### src/rtl/aeim_defines.svh
`ifndef AEIM_DEFINES_SVH
`define AEIM_DEFINES_SVH

// ==========================================
// Register offsets
`define AEIM_REG_CFG        4'h0
`define AEIM_REG_DO_WIRED   4'h1
`define AEIM_REG_STATUS     4'h2
`define AEIM_REG_IRQ_CLR    4'h3
`define AEIM_REG_IRQ_EN     4'h4
`define AEIM_REG_ERRNUM     4'h5
`define AEIM_REG_REV_CNT    4'h6
`define AEIM_REG_CTRL       4'h7

// ==========================================
// Config fields
`define AEIM_CFG_ENC_LSB    0
`define AEIM_CFG_COORD_LSB  4
`define AEIM_CFG_STOPSEL    6
`define AEIM_CFG_RESET      16'h0000

// ==========================================
// Status bits
`define AEIM_ST_ZM_ERR      0
`define AEIM_ST_RED_ERR     1
`define AEIM_ST_WIREBREAK   2
`define AEIM_ST_EXT_START   3
`define AEIM_ST_EXT_STOP    4
`define AEIM_ST_WIDTH       5

// ==========================================
// Error numbers and limits
`define AEIM_ERR_ZERO_MARK  8'h0B
`define AEIM_ERR_RED_SW     8'h12
`define AEIM_ZM_TOL         4
`define AEIM_CUR_MIN_UA     6000
`define AEIM_RED_MIN_MS     24
`define AEIM_CLK_KHZ        40000
`define AEIM_RED_MIN_CYC    (`AEIM_RED_MIN_MS * `AEIM_CLK_KHZ)
`define AEIM_REV_RESET      16'h0010

`endif

### src/rtl/aeim_pkg.sv
package aeim_pkg;
	typedef enum logic [3:0] {
		AEIM_ENC_INC_NOZM   = 4'h0,
		AEIM_ENC_INC_ZM     = 4'h1,
		AEIM_ENC_INC_ZM_MON = 4'h3,
		AEIM_ENC_SSI_GRAY   = 4'h2,
		AEIM_ENC_SSI_XGRAY  = 4'h6,
		AEIM_ENC_AXIS1      = 4'h7,
		AEIM_ENC_AXIS2      = 4'h5
	} aeim_enc_t;

	typedef enum logic [1:0] {
		AEIM_COORD_UNUSED = 2'h0,
		AEIM_COORD_LEVEL  = 2'h1,
		AEIM_COORD_EDGE   = 2'h3
	} aeim_coord_t;

	typedef enum logic [1:0] {
		AEIM_RS_IDLE  = 2'h0,
		AEIM_RS_ONSW  = 2'h1,
		AEIM_RS_LEFT  = 2'h3
	} aeim_rs_t;
endpackage

### src/rtl/aeim_zero_mark_mon.sv
`timescale 1ns/1ps
`include "aeim_defines.svh"
module aeim_zero_mark_mon
	import aeim_pkg::*;
#(
	parameter int CW = 26
) (
	input  wire logic          clk,
	input  wire logic          resetn,
	input  wire logic          enable,
	input  wire logic          count_en,
	input  wire logic          count_up,
	input  wire logic          zero_mark,
	input  wire logic [CW-1:0] rev_counts,
	output logic               trip
);
	logic signed [CW+1:0] net;
	logic [CW+1:0]        travel;
	logic                 reversed;
	logic                 last_dir;
	logic                 seen;

	function automatic logic [CW+1:0] mag(input logic signed [CW+1:0] v);
		mag = v[CW+1] ? (CW+2)'(-v) : v;
	endfunction

	logic [CW+1:0] rev_w;
	logic [CW+1:0] net_mag;
	logic          spacing_bad;
	logic          overrun;
	assign rev_w       = (CW+2)'(rev_counts);
	assign net_mag     = mag(net);
	// ==========================================
	// Spacing checks
	assign spacing_bad = reversed
		? (net_mag > (CW+2)'(`AEIM_ZM_TOL))
		: ((net_mag + (CW+2)'(`AEIM_ZM_TOL) < rev_w) ||
		   (net_mag > rev_w + (CW+2)'(`AEIM_ZM_TOL)));
	// Missing mark: travel since last mark beyond one turn plus tolerance
	assign overrun = travel > rev_w + (CW+2)'(`AEIM_ZM_TOL);

	always_ff @(posedge clk) begin
		if (!resetn || !enable) begin
			net      <= '0;
			travel   <= '0;
			reversed <= 1'b0;
			last_dir <= 1'b1;
			seen     <= 1'b0;
		end else if (zero_mark) begin
			net      <= '0;
			travel   <= '0;
			reversed <= 1'b0;
			seen     <= 1'b1;
		end else if (count_en) begin
			net      <= count_up ? net + 1'b1 : net - 1'b1;
			if (!overrun)
				travel <= travel + 1'b1;
			if (count_up != last_dir)
				reversed <= 1'b1;
			last_dir <= count_up;
		end
	end

	// First mark only arms the spacing check
	assign trip = enable && ((zero_mark && seen && spacing_bad) || overrun);
endmodule

### src/rtl/aeim_red_switch_mon.sv
`timescale 1ns/1ps
`include "aeim_defines.svh"
module aeim_red_switch_mon
	import aeim_pkg::*;
#(
	parameter int MIN_CYC = `AEIM_RED_MIN_CYC,
	parameter int CW      = 26
) (
	input  wire logic          clk,
	input  wire logic          resetn,
	input  wire logic          enable,
	input  wire logic          ref_active,
	input  wire logic          red_switch,
	input  wire logic          zero_mark,
	input  wire logic          count_en,
	input  wire logic [CW-1:0] rev_counts,
	output logic               trip
);
	aeim_rs_t      state;
	logic [31:0]   timer;
	logic [CW:0]   on_travel;
	logic          long_on;
	logic          red_q;

	assign long_on = on_travel > {1'b0, rev_counts};
	// ==========================================
	// Timer from last zero mark or switch end
	always_ff @(posedge clk) begin
		if (!resetn || !enable)
			timer <= '0;
		else if (zero_mark || (red_q && !red_switch))
			timer <= '0;
		else if (timer != 32'hFFFF_FFFF)
			timer <= timer + 1'b1;
	end

	always_ff @(posedge clk) begin
		if (!resetn)
			red_q <= 1'b0;
		else
			red_q <= red_switch;
	end

	always_ff @(posedge clk) begin
		if (!resetn || !enable) begin
			state     <= AEIM_RS_IDLE;
			on_travel <= '0;
		end else begin
			case (state)
				AEIM_RS_IDLE: begin
					on_travel <= '0;
					if (ref_active && red_switch)
						state <= AEIM_RS_ONSW;
				end
				AEIM_RS_ONSW: begin
					if (count_en && !long_on)
						on_travel <= on_travel + 1'b1;
					if (!red_switch)
						state <= long_on ? AEIM_RS_LEFT : AEIM_RS_IDLE;
				end
				AEIM_RS_LEFT: begin
					if (zero_mark || !ref_active)
						state <= AEIM_RS_IDLE;
				end
				default: state <= AEIM_RS_IDLE;
			endcase
		end
	end

	// Mark too soon after switch end, or switch end too soon after mark
	assign trip = enable && (
		(state == AEIM_RS_LEFT && zero_mark && timer < 32'(MIN_CYC)) ||
		(state == AEIM_RS_ONSW && !red_switch && long_on &&
		 timer < 32'(MIN_CYC)));
endmodule

### src/rtl/aeim_top.sv
// Notes on behaviour
// - Wired, switched-on output with current below 6 mA flags wirebreak.
// - Outputs reset to not wired; no wirebreak until configured wired.
// - Coordination input acts only while positioning function runs.
// - External start: input high (level) or rising edge (edge mode).
// - External stop: input low (level) or rising edge (edge mode).
// - Coordination mode level, edge or unused; unused is default.
// - Encoder type: incremental variants, SSI Gray/excess Gray, borrowed axis.
// - Zero-mark and reduction monitors only for monitored incremental type.
// - No reversal: zero-mark spacing is one revolution within 4 counts.
// - With reversal: net count between marks is zero within 4 counts.
// - Missing mark or bad spacing reports external error 11.
// - At least 24 ms travel between zero mark and reduction switch end.
// - Reduction check only after more than one revolution on the switch.
// - Reduction adjustment failure reports external error 18.
`timescale 1ns/1ps
`include "aeim_defines.svh"
module aeim_top
	import aeim_pkg::*;
#(
	parameter int N_DO    = 4,
	parameter int CW      = 26,
	parameter int MIN_CYC = `AEIM_RED_MIN_CYC
) (
	input  wire logic            clk,
	input  wire logic            resetn,
	input  wire logic [3:0]      addr,
	input  wire logic [15:0]     wdata,
	input  wire logic            wr,
	input  wire logic            rd,
	output logic [15:0]          rdata,
	output logic                 irq,
	input  wire logic [N_DO-1:0] do_on,
	input  wire logic [N_DO-1:0] do_current_low,
	input  wire logic            coordination_input,
	input  wire logic            positioning_active,
	input  wire logic            ref_active,
	input  wire logic            red_switch,
	input  wire logic            zero_mark,
	input  wire logic            count_en,
	input  wire logic            count_up,
	output logic                 ext_start,
	output logic                 ext_stop,
	output logic [N_DO-1:0]      wirebreak
);
	// ==========================================
	// Registers
	logic [15:0]              cfg;
	logic [N_DO-1:0]          do_wired;
	logic [`AEIM_ST_WIDTH-1:0] status;
	logic [`AEIM_ST_WIDTH-1:0] irq_en;
	logic [7:0]               err_num;
	logic [CW-1:0]            rev_counts;
	logic [N_DO-1:0]          wb_latch;
	logic                     coord_q;
	logic                     zm_trip;
	logic                     rs_trip;
	logic                     mon_en;
	logic                     coord_rise;
	logic                     next_start;
	logic                     next_stop;
	logic [N_DO-1:0]          wb_now;
	logic [`AEIM_ST_WIDTH-1:0] events;
	aeim_enc_t                enc;
	aeim_coord_t              coord_mode;

	function automatic logic hit(input logic [3:0] a, input logic [3:0] off, input logic s);
		hit = s && (a == off);
	endfunction

	assign enc        = aeim_enc_t'(cfg[`AEIM_CFG_ENC_LSB +: 4]);
	assign coord_mode = aeim_coord_t'(cfg[`AEIM_CFG_COORD_LSB +: 2]);

	always_ff @(posedge clk) begin
		if (!resetn) begin
			cfg        <= `AEIM_CFG_RESET;
			do_wired   <= '0;
			irq_en     <= '0;
			rev_counts <= CW'(`AEIM_REV_RESET);
		end else if (wr) begin
			if (hit(addr, `AEIM_REG_CFG, 1'b1))
				cfg <= wdata;
			if (hit(addr, `AEIM_REG_DO_WIRED, 1'b1))
				do_wired <= wdata[N_DO-1:0];
			if (hit(addr, `AEIM_REG_IRQ_EN, 1'b1))
				irq_en <= wdata[`AEIM_ST_WIDTH-1:0];
			if (hit(addr, `AEIM_REG_REV_CNT, 1'b1))
				rev_counts <= CW'(wdata);
		end
	end

	// ==========================================
	// Wirebreak detection
	// Current detector reports the below-6 mA comparison as a level
	assign wb_now = do_wired & do_on & do_current_low;

	// ==========================================
	// Coordination input
	always_ff @(posedge clk) begin
		if (!resetn)
			coord_q <= 1'b0;
		else
			coord_q <= coordination_input;
	end
	assign coord_rise = coordination_input && !coord_q;

	always_comb begin
		next_start = 1'b0;
		next_stop  = 1'b0;
		if (positioning_active) begin
			case (coord_mode)
				AEIM_COORD_LEVEL: begin
					if (cfg[`AEIM_CFG_STOPSEL])
						next_stop = !coordination_input;
					else
						next_start = coordination_input;
				end
				AEIM_COORD_EDGE: begin
					if (cfg[`AEIM_CFG_STOPSEL])
						next_stop = coord_rise;
					else
						next_start = coord_rise;
				end
				default: begin
				end
			endcase
		end
	end

	always_ff @(posedge clk) begin
		if (!resetn) begin
			ext_start <= 1'b0;
			ext_stop  <= 1'b0;
		end else begin
			ext_start <= next_start;
			ext_stop  <= next_stop;
		end
	end

	// ==========================================
	// Encoder monitors
	assign mon_en = (enc == AEIM_ENC_INC_ZM_MON);

	aeim_zero_mark_mon #(.CW(CW)) aeim_zero_mark_mon_inst (
		.clk        (clk),
		.resetn     (resetn),
		.enable     (mon_en),
		.count_en   (count_en),
		.count_up   (count_up),
		.zero_mark  (zero_mark),
		.rev_counts (rev_counts),
		.trip       (zm_trip)
	);

	aeim_red_switch_mon #(.MIN_CYC(MIN_CYC), .CW(CW)) aeim_red_switch_mon_inst (
		.clk        (clk),
		.resetn     (resetn),
		.enable     (mon_en),
		.ref_active (ref_active),
		.red_switch (red_switch),
		.zero_mark  (zero_mark),
		.count_en   (count_en),
		.rev_counts (rev_counts),
		.trip       (rs_trip)
	);

	// ==========================================
	// Sticky status, set wins over clear
	assign events = {next_stop, next_start, |wb_now, rs_trip, zm_trip};

	always_ff @(posedge clk) begin
		if (!resetn) begin
			status   <= '0;
			wb_latch <= '0;
		end else begin
			// Set beats clear so a fault in the clear cycle is kept
			status <= (status & ~(hit(addr, `AEIM_REG_IRQ_CLR, wr)
				? wdata[`AEIM_ST_WIDTH-1:0] : '0)) | events;
			wb_latch <= (wb_latch & ~((hit(addr, `AEIM_REG_IRQ_CLR, wr)
				&& wdata[`AEIM_ST_WIREBREAK]) ? {N_DO{1'b1}} : '0)) | wb_now;
		end
	end

	// Last error wins; 11 and 18 in the same cycle report 18
	always_ff @(posedge clk) begin
		if (!resetn)
			err_num <= 8'h00;
		else if (rs_trip)
			err_num <= `AEIM_ERR_RED_SW;
		else if (zm_trip)
			err_num <= `AEIM_ERR_ZERO_MARK;
		else if (hit(addr, `AEIM_REG_ERRNUM, wr))
			err_num <= 8'h00;
	end

	assign wirebreak = wb_latch;
	assign irq       = |(status & irq_en);

	// ==========================================
	// Read port
	always_ff @(posedge clk) begin
		if (!resetn)
			rdata <= '0;
		else if (rd) begin
			case (addr)
				`AEIM_REG_CFG:      rdata <= cfg;
				`AEIM_REG_DO_WIRED: rdata <= 16'(do_wired);
				`AEIM_REG_STATUS:   rdata <= 16'(status);
				`AEIM_REG_IRQ_EN:   rdata <= 16'(irq_en);
				`AEIM_REG_ERRNUM:   rdata <= 16'(err_num);
				`AEIM_REG_REV_CNT:  rdata <= rev_counts[15:0];
				`AEIM_REG_CTRL:     rdata <= 16'(wb_latch);
				default:            rdata <= 16'h0000;
			endcase
		end else
			rdata <= 16'h0000;
	end
endmodule

### config.mk
export PLATFORM = sky130hd
export DESIGN_NAME = aeim_top
export DESIGN_NICKNAME = d
export VERILOG_FILES = /design/src/rtl/aeim_pkg.sv /design/src/rtl/aeim_zero_mark_mon.sv /design/src/rtl/aeim_red_switch_mon.sv /design/src/rtl/aeim_top.sv
export VERILOG_INCLUDE_DIRS = /design/src /design/src/rtl
export SDC_FILE = /design/constraint.sdc
export NUM_CORES = 1
export LEC_CHECK = 0
export BUFFER_PORTS_ARGS = -buffer_cell sky130_fd_sc_hd__buf_2
export CORE_UTILIZATION = 30
export DETAILED_ROUTE_END_ITERATION = 10
export SYNTH_ARGS = -nofsm -noshare
export SYNTH_HDL_FRONTEND = slang
export SYNTH_SLANG_ARGS = --single-unit
### constraint.sdc
create_clock -name clk -period 5.1 [get_ports clk]
set_input_delay 1.02 -clock clk [delete_from_list [all_inputs] [get_ports clk]]
set_output_delay 1.02 -clock clk [all_outputs]
set_load 0.05 [all_outputs]
### After elaboration in Yosys (flattened, before gate mapping)

Index checks and enable logic that the tools add are counted.
W data, S select, Z words.

* register bits after elaboration: 194
* output and inout bits: 23

* eq/ne operators: 18
* reductions and logical operators: 49
* add/subtract/negate cells: 8
* bitwise logic cells: 12
* mux-type cells: 24
* magnitude comparators: 6

Operators by type and width (number)
* $pmux W16 S7: 1
* $add A28 B1 Y28 const B: 2
* $gt A28 B28 Y1: 2
* $mux W28: 2
* $pmux W27 S2: 1
* $add A32 B1 Y32 const B: 1
* $lt A32 B20 Y1 const B: 1
* $ne A32 B32 Y1 const B: 1
* $add A28 B3 Y28 const B: 1
* $gt A28 B3 Y1 const B: 1
* $lt A28 B16 Y1: 1
* $neg A28 Y28: 1
* $sub A28 B1 Y28 const B: 1
* $add A27 B1 Y27 const B: 1
* $gt A27 B16 Y1: 1
* $mux W27: 1
* $mux W5: 4
* $reduce_and A2 Y1: 9
* $add A16 B3 Y17 const B: 1
* $eq A4 B3 Y1 const B: 4
* $logic_and A1 B1 Y1: 16
* $and A4 B4 Y4: 3
* $eq A4 B2 Y1 const B: 3
* $and A5 B5 Y5: 2
* 26 further kinds: 56

### Depth between registers and ports, before layout

Gate-level depths: netlist of the first run.

* depth in word-level cells: 11
* gate-level depth with buffers: 19
* mapped depth without buffers: 18

### By module

From an unflattened synthesis of the first run, not the netlist that was laid out.

* cells, all modules: 1837
* area, all modules: 14517.7 um^2

Modules (own cells, without submodules)
* aeim_zero_mark_mon: times used 1, area an instance 7357.1 um^2, cells each 965, seq. area each 1181.1 um^2
* aeim_red_switch_mon: times used 1, area an instance 4043.9 um^2, cells each 516, seq. area each 1241.2 um^2
* aeim_top: times used 1, area an instance 3116.7 um^2, cells each 356, seq. area each 1441.4 um^2

### Worst setup path before layout of the first run

Ideal clock, no wire load.

* path kind: reg-to-reg
* start point: reg aeim_zero_mark_mon_inst.net[0]
* end point: reg err_num[1]
* stages on the path, launching flop included: 20
* path slack: 0.169 ns
* arrival: 4.855 ns
* library setup time: 0.076 ns
* data required time: 5.024 ns
* period minus slack after synthesis: 4.931 ns
* cells stage by stage: dfxtp_1 > clkbuf_1 > inv_1 > ha_1 > or4b_1 > clkbuf_1 > o41ai_1 > xor2_1 > a2111oi_1 > nand2_1 > xnor2_1 > ha_1 > nand4_1 > nor2_1 > o21ai_0 > a21oi_1 > or4_1 > or4b_1 > o31a_1 > o22ai_2

* cells in the longest elaborated chain, start to end: 11
* elaborated cells on any way between the ends: 14

RTL lines
* start: declaration: RTL line aeim_zero_mark_mon.sv:17 `logic signed [CW+1:0] net;`
* start signal: assignment: RTL line aeim_zero_mark_mon.sv:55 `net <= count_up ? net + 1'b1 : net - 1'b1;`
* $neg A28 Y28: RTL line aeim_zero_mark_mon.sv:24 `mag = v[CW+1] ? (CW+2)'(-v) : v;`
* $mux W28 *: RTL line aeim_zero_mark_mon.sv:24
* $add A28 B3 Y28: RTL line aeim_zero_mark_mon.sv:37 `` : ((net_mag + (CW+2)'(`AEIM_ZM_TOL) < rev_w) || ``
* $lt A28 B16 Y1: RTL line aeim_zero_mark_mon.sv:37
* $logic_or A1 B1 Y1: RTL line aeim_zero_mark_mon.sv:37
* $mux W1 *: RTL line aeim_zero_mark_mon.sv:35 `assign spacing_bad = reversed`
* $logic_and A1 B1 Y1 *: RTL line aeim_zero_mark_mon.sv:65 `assign trip = enable && ((zero_mark && seen && spacing_bad) || overrun);`
* $logic_or A1 B1 Y1 *: RTL line aeim_zero_mark_mon.sv:65
* $logic_and A1 B1 Y1 *: RTL line aeim_zero_mark_mon.sv:65
* $mux W5: RTL line aeim_top.sv:190 `else if (zm_trip)`
* $mux W5: RTL line aeim_top.sv:188 `else if (rs_trip)`
* end signal: assignment: RTL line aeim_top.sv:189 `` err_num <= `AEIM_ERR_RED_SW; ``
* end signal: assignment: RTL line aeim_top.sv:191 `` err_num <= `AEIM_ERR_ZERO_MARK; ``
* end: declaration: RTL line aeim_top.sv:52 `logic [7:0] err_num;`

Every way passes the cells marked *; elsewhere a longest branch is shown, timed or not.
A chain may end at the register's enable or synchronous reset.

### Worst setup path in the final report of the first run

Ends and elaborated chain as after synthesis.

==> impl_metrics.yaml, run 1 <==
status:
  status: "complete, no violations"
global_routing:
  track_usage_pct: 15.8
  overflow: 0
  grt_antenna_before_repair: 0
  grt_pass1_wl_um: 53600
  grt_max_degree: 47
  grt_pass1_vias: 10600
drt:
  route.detailed.drc: 0
  ant_nets: 0
  wl_per_cell_um: 15.3
  via_per_inst: 5.27
  drt_iter0_drc: 861
  first_pass_iters: 5
  vias: 11200
  wirelength_um: 32500
floorplan:
  coreArea_um2: 40100
  die_height_um: 205
  fp-row-count: 73
  io_pins: 62
  initial_core_util_pct: 30.8
  die_x_um: 205
  die_area_um2: 41900
synthesis:
  syn_area_per_cell_um2: 7.93
  ys_seq_area_share_pct: 31.3
  syn-instance-count: 1556
  synth-seq-cells: 193
  syn_area_um2: 12300
  synth_warnings: 0
  synth_nets: 1694
  synth_cell_types: 80
  async_flop_share_pct: 0
  synth-edff-count: 0
  ys.flop_type: "dfxtp_1"
timing:
  hold_violations: 0
  fin_crit_sh_pct: 93.8
  fin_crit_ps: 4780
  tns_ps: 0
  max_slew_margin_pct: 24.5
  final.setup_skew_ps: 12.8
  worstMarginPinSlew_ps: 1130
  holdWs_ps: 456
  max_freq_mhz: 209
  setup-violations-final: 0
  slew_viol_final: 0
pwr:
  ir_worst_vdd_v: 0.000201
  power_density_nw_per_um2: 219
  p_leak_uw: 0.00543
clock_tree:
  clk_path_buf_depth: 2
  cts_resized: 0
  numCtsBuffers: 17
  hold_buffers: 0
  clk_pin_slew_ps: 70
  cts_tree: "yes"
  cts.sinks: 193
  clock_tree.htree_level_count: 4
  post_cts_buffers: 0
  clk-insertion-delay-late_ps: 450
  root_buffer: "clkbuf_16"
critical_path:
  slowest_stage: "or4b_1"
  reg2regPathDepth: 18
  startpoint_type: "flop"
  worstPathArrival_ps: 5150
  path_class: "reg -> reg"
  path_cells: "inv_1 > ha_1 > or4b_1 > o41ai_2 > xor2_1 > a2111oi_1 > buf_4 > nand2_1 > xnor2_1 > ha_1 > nand4_1 > nor2_1 > o21ai_0 > a21oi_1 > or4_1 > or4b_1 > o31a_1 > o22ai_2"
  crit_fanout: 10
  crit_path_end_kind: "flop"
  max_stage_delay_ps: 620
  crit_start: "aeim_zero_mark_mon_inst.net[0]$_SDFFE_PP0P_"
  cp.required_ps: 5470
  regToRegStartpoint: "aeim_zero_mark_mon_inst.net[0]$_SDFFE_PP0P_"
layout:
  instances_no_fill: 2122
  final_common_cell: "dfxtp_1"
  postLayoutCoreUtil_pct: 34.3
  final_cell_mix: "dfxtp_1, nor2_1, nand2_1"
  nets: 1724
  area_growth_pct: 11.6
  antenna_cells: 0
  drive_gt1_share_pct: 9.46
worst_hold_path:
  hold_path_depth: 2
  hold_class: "reg -> reg"
  holdCritStartpoint: "cfg[8]$_SDFFE_PN0P_"
placed_design:
  io_buffers: 61
  gp_congestion: 0.914
  dp.cells: 2092
  dp_hpwl_um: 24800
job:
  cap_violations: 0
worst max-delay path: cells and delay by family (launching register included):
family	cells	cell delay [ps]
buffers and inverters	2	280
AND/OR/NAND/NOR	6	1860
XOR/XNOR	2	260
adder cells (fa/ha/maj)	2	640
flip-flops	1	310
AO/OA/AOI/OAI	6	1350
cell type report:
class                   instances  area, um^2
clock buffers                  19         433
clock inverters                11         136
fillers                      4137       26300
inverters                      56         210
multi-input cells            1235        8000
flip-flops and latches        193        3860
well taps                     525         657
repair buffers                 83         470
cell usage after synthesis (all sizes together), types with 11 or more instances:
cell	number	area (um^2)
dfxtp	193	3860
nor2	178	668
nand2	170	638
a21oi	114	571
ha	98	1230
xnor2	66	578
o21ai	59	295
clkbuf	58	218
nand3	58	290
inv	56	210
xor2	46	403
nor3	40	200
nand4	36	225
a21o	27	203
and2	26	163
mux2i	26	260
nor4	22	144
nor2b	20	125
and3	19	119
or3	19	124
a22oi	18	135
nand2b	17	106
buf	14	66.3
a31oi	13	81.3
o31ai	13	103
o21a	12	90.1
a211oi	11	82.6
stage by stage:
step	total power (uW)	area [um^2]	setup slack (ps)
6_report	3010	13800	317
5_1_grt	3120	13800	-29.0
2_1_floorplan	1650	12300	169
3_3_place_gp	1700	13200	370
4_1_cts	3040	13800	314
3_5_place_dp	1700	13200	369
logic make-up after synthesis:
family	count (synthesis)	synth area share [%]
simple gates	651	25.7
compound gates	337	17.8
buf+inv	128	4.01
xor+xnor	112	7.95
fa+ha+maj	99	10.1
mux	36	3.15
flops	193	31.3
power by group:
part           switching (uW)  internal [uW]
Clock                     618            724
Sequential               5.41           1510
Combinational            96.8           55.1
metal layers:
layer | vias to the layer above | part of all wire [%] | global-route usage (%)
li1 | 5615 | - | -
met1 | 5343 | 47 | 21.5
met2 | 209 | 47 | 25.9
met3 | 26 | 4.4 | 2.82
met4 | 0 | 1.0 | 3.52
met5 | - | 0 | 0
worst paths after layout:
| kind | endpoint | slack, ps |
|---|---|---|
| max | err_num[1]$_SDFFE_PN0P_ | 320 |
| min | cfg[8]$_SDFFE_PN0P_ | 460 |
| max reg2reg | err_num[1]$_SDFFE_PN0P_ | 320 |
| min reg2reg | cfg[8]$_SDFFE_PN0P_ | 460 |
registers in the layout, indices dropped and copies added, names as in the netlist, 2 cells and up:
signal	cells
aeim_red_switch_mon_inst.timer	32
aeim_zero_mark_mon_inst.net	28
aeim_zero_mark_mon_inst.travel	28
aeim_red_switch_mon_inst.on_travel	27
cfg	16
rdata	16
rev_counts	16
irq_en	5
status	5
do_wired	4
wirebreak	4
err_num	3
aeim_red_switch_mon_inst.state	2
No activity file was read; power rests on OpenSTA's default activity.
==> inputs of run 2 (changes only) <==
--- a/config.mk
+++ b/config.mk
@@ -9,6 +9,7 @@
 export BUFFER_PORTS_ARGS = -buffer_cell sky130_fd_sc_hd__buf_2
 export CORE_UTILIZATION = 30
 export DETAILED_ROUTE_END_ITERATION = 10
+export GPL_TIMING_DRIVEN = 0
 export SYNTH_ARGS = -nofsm -noshare
 export SYNTH_HDL_FRONTEND = slang
 export SYNTH_SLANG_ARGS = --single-unit
==> run 2 against run 1 <==
Clock power shrank 3%. Clock skew is 9.0 ps higher. Critical endpoint unchanged. Cell area increased by 1.7%. Clock-buffer cell count decreased by 2. Register-to-register slack lost 90 ps. Global-route usage increased by 0.60 points. Critical path depth unchanged. Sequential power hardly changed. Setup slack worse by 91 ps.
==> impl_metrics.yaml, run 2 (same netlist as run 1, synthesis figures left out) <==
status:
  status: "complete, no violations"
layout:
  register_area_um2: 3860
  multiInputGateArea_um2: 8110
  top_register: "aeim_red_switch_mon_inst.timer"
  nets: 1772
  final_common_cell: "dfxtp_1"
  reg_top3: "aeim_red_switch_mon_inst.timer: 32 flops, aeim_zero_mark_mon_inst.net: 28 flops, aeim_zero_mark_mon_inst.travel: 28 flops"
  drive_gt1_share_pct: 9.66
  fillCellCount: 4189
  instances_no_fill: 2172
  area_growth_pct: 13.5
  final_cell_mix: "dfxtp_1, nor2_1, nand2_1"
  fin_area_um2: 14000
  largest_reg_flops: 32
drt:
  vias: 11500
  wl_per_cell_um: 15.6
  route.detailed.drc: 0
  ant_nets: 0
  first_pass_iters: 5
  wirelength_um: 33900
  drt_iter0_drc: 789
  via_per_inst: 5.28
global_routing:
  grt_pass1_wl_um: 55500
  track_usage_pct: 16.4
  grt_max_degree: 31
  grt_antenna_before_repair: 0
  overflow: 0
  grt_pass1_vias: 10900
floorplan:
  die_x_um: 205
  die_height_um: 205
  io_pins: 62
  initial_core_util_pct: 30.8
  die_area_um2: 41900
  fp-row-count: 73
  coreArea_um2: 40100
clock_tree:
  numCtsBuffers: 17
  clock_tree.htree_level_count: 4
  cts.sinks: 193
  clk_path_buf_depth: 2
  clk-insertion-delay-late_ps: 460
  cts_tree: "yes"
  root_buffer: "clkbuf_16"
  clk_pin_slew_ps: 70
pwr:
  ir_worst_vdd_v: 0.000213
  p_comb_share_pct: 5.2
  p_seq_share_pct: 51.0
  power.internal_uw: 2210
  switching_share_pct: 25.8
  p_clk_share_pct: 43.8
  p_leak_uw: 0.00550
  switchingPower_uw: 767
  power_density_nw_per_um2: 212
timing:
  fin_crit_ps: 4870
  max_freq_mhz: 205
  max_slew_margin_pct: 24.1
  worstMarginPinSlew_ps: 1140
  tns_ps: 0
  setup_ws_ps: 226
  hold_violations: 0
  final.setup_skew_ps: 21.9
  setup-violations-final: 0
  slew_viol_final: 0
  holdWs_ps: 458
  fin_crit_sh_pct: 95.6
placed_design:
  pre_cts_ws_ps: -716
  dp.cells: 2141
  dp_hpwl_um: 26400
  dpl-instance-area_um2: 13300
  io_buffers: 59
  gp_congestion: 0.878
critical_path:
  path_cells: "inv_1 > ha_4 > nand2b_1 > xnor2_2 > ha_1 > o211ai_1 > nor4_4 > and3_1 > xnor2_1 > ha_1 > nand4_1 > nor2_1 > o21ai_0 > a21oi_1 > or4_1 > or4b_1 > o31a_1 > o22ai_2"
  slowest_stage: "dfxtp_1"
  crit_path_end_kind: "flop"
  startpoint_type: "flop"
  cp.required_ps: 5480
  path_common_cell: "ha_1"
  path_class: "reg -> reg"
  crit_fanout: 10
  worstPathArrival_ps: 5250
  max_stage_delay_ps: 550
worst_hold_path:
  hold_class: "reg -> reg"
job:
  cap_violations: 0
[run 2: changes by cell type in the layout (fill, tap and decap cells not counted), moves of 3 or more]
cell | before | now
clkbuf_1 | 2 | 49
buf_4 | 22 | 4
buf_1 | 0 | 7
buf_2 | 61 | 65
clkbuf_2 | 0 | 4
inv_8 | 0 | 3
[run 2: worst max-delay path: cells and delay by family (launching register included)]
kind | cells | cell delay, ps
and+or+nand+nor | 7 | 2130
xor gates and xnor gates | 2 | 420
AOI/OAI and AO/OA | 5 | 790
buffers and inverters | 1 | 150
adders and majority gates | 3 | 740
DFF | 1 | 550
[run 2: worst paths after layout]
check / from / to / slack, ps / cells after the start
worst min register to register: rev_counts[1]$_SDFFE_PN0P_ / rev_counts[1]$_SDFFE_PN0P_ / 460 / 2
worst max-delay path: aeim_zero_mark_mon_inst.net[1]$_SDFFE_PP0P_ / err_num[1]$_SDFFE_PN0P_ / 230 / 18
worst max register to register: aeim_zero_mark_mon_inst.net[1]$_SDFFE_PP0P_ / err_num[1]$_SDFFE_PN0P_ / 230 / 18
worst min-delay path: rev_counts[1]$_SDFFE_PN0P_ / rev_counts[1]$_SDFFE_PN0P_ / 460 / 2
[run 2: power by group through the flow]
stage | Clock, uW | Combinational [uW] | Sequential [uW]
3_3_place_gp | 0 | 151 | 1550
6_report | 1300 | 154 | 1520
2_1_floorplan | 0 | 97.5 | 1550
5_1_grt | 1380 | 171 | 1520
3_5_place_dp | 0 | 152 | 1550
4_1_cts | 1340 | 153 | 1520
[run 2: timing repair]
item,in CTS,in global routing
endpoints found under the setup margin,4,4
resized for setup,15,19
setup buffers,1,3
pin swaps,4,2
hold buffers,0,0
[run 2: cell type report]
class / instances / area share, %
multi-input cells: 1235 / 57.9
flip-flops and latches: 193 / 27.6
well taps: 525 / 4.69
clock buffers: 17 / 3.04
repair buffers: 64 / 2.40
plain buffers: 67 / 1.94
inverters: 56 / 1.50
clock inverters: 14 / 0.894
diodes: 1 / 0.0179
[run 2: per-layer routing]
metal / routed length [um] / part of all wire [%] / up-vias / track usage [%]
met5: 0 / 0 / - / 0
met4: 455 / 1.3 / 0 / 4.10
met3: 1410 / 4.2 / 31 / 2.23
met2: 15400 / 46 / 219 / 26.6
met1: 16600 / 49 / 5491 / 22.8
li1: - / - / 5729 / -
[run 2: metrics by stage]
stage / utilization [%] / power [uW]
global placement: 33.1 / 1700
CTS: 34.7 / 3000
floorplan: - / 1650
detailed placement: 33.2 / 1700
finish: 34.9 / 2970
global route: 34.9 / 3070
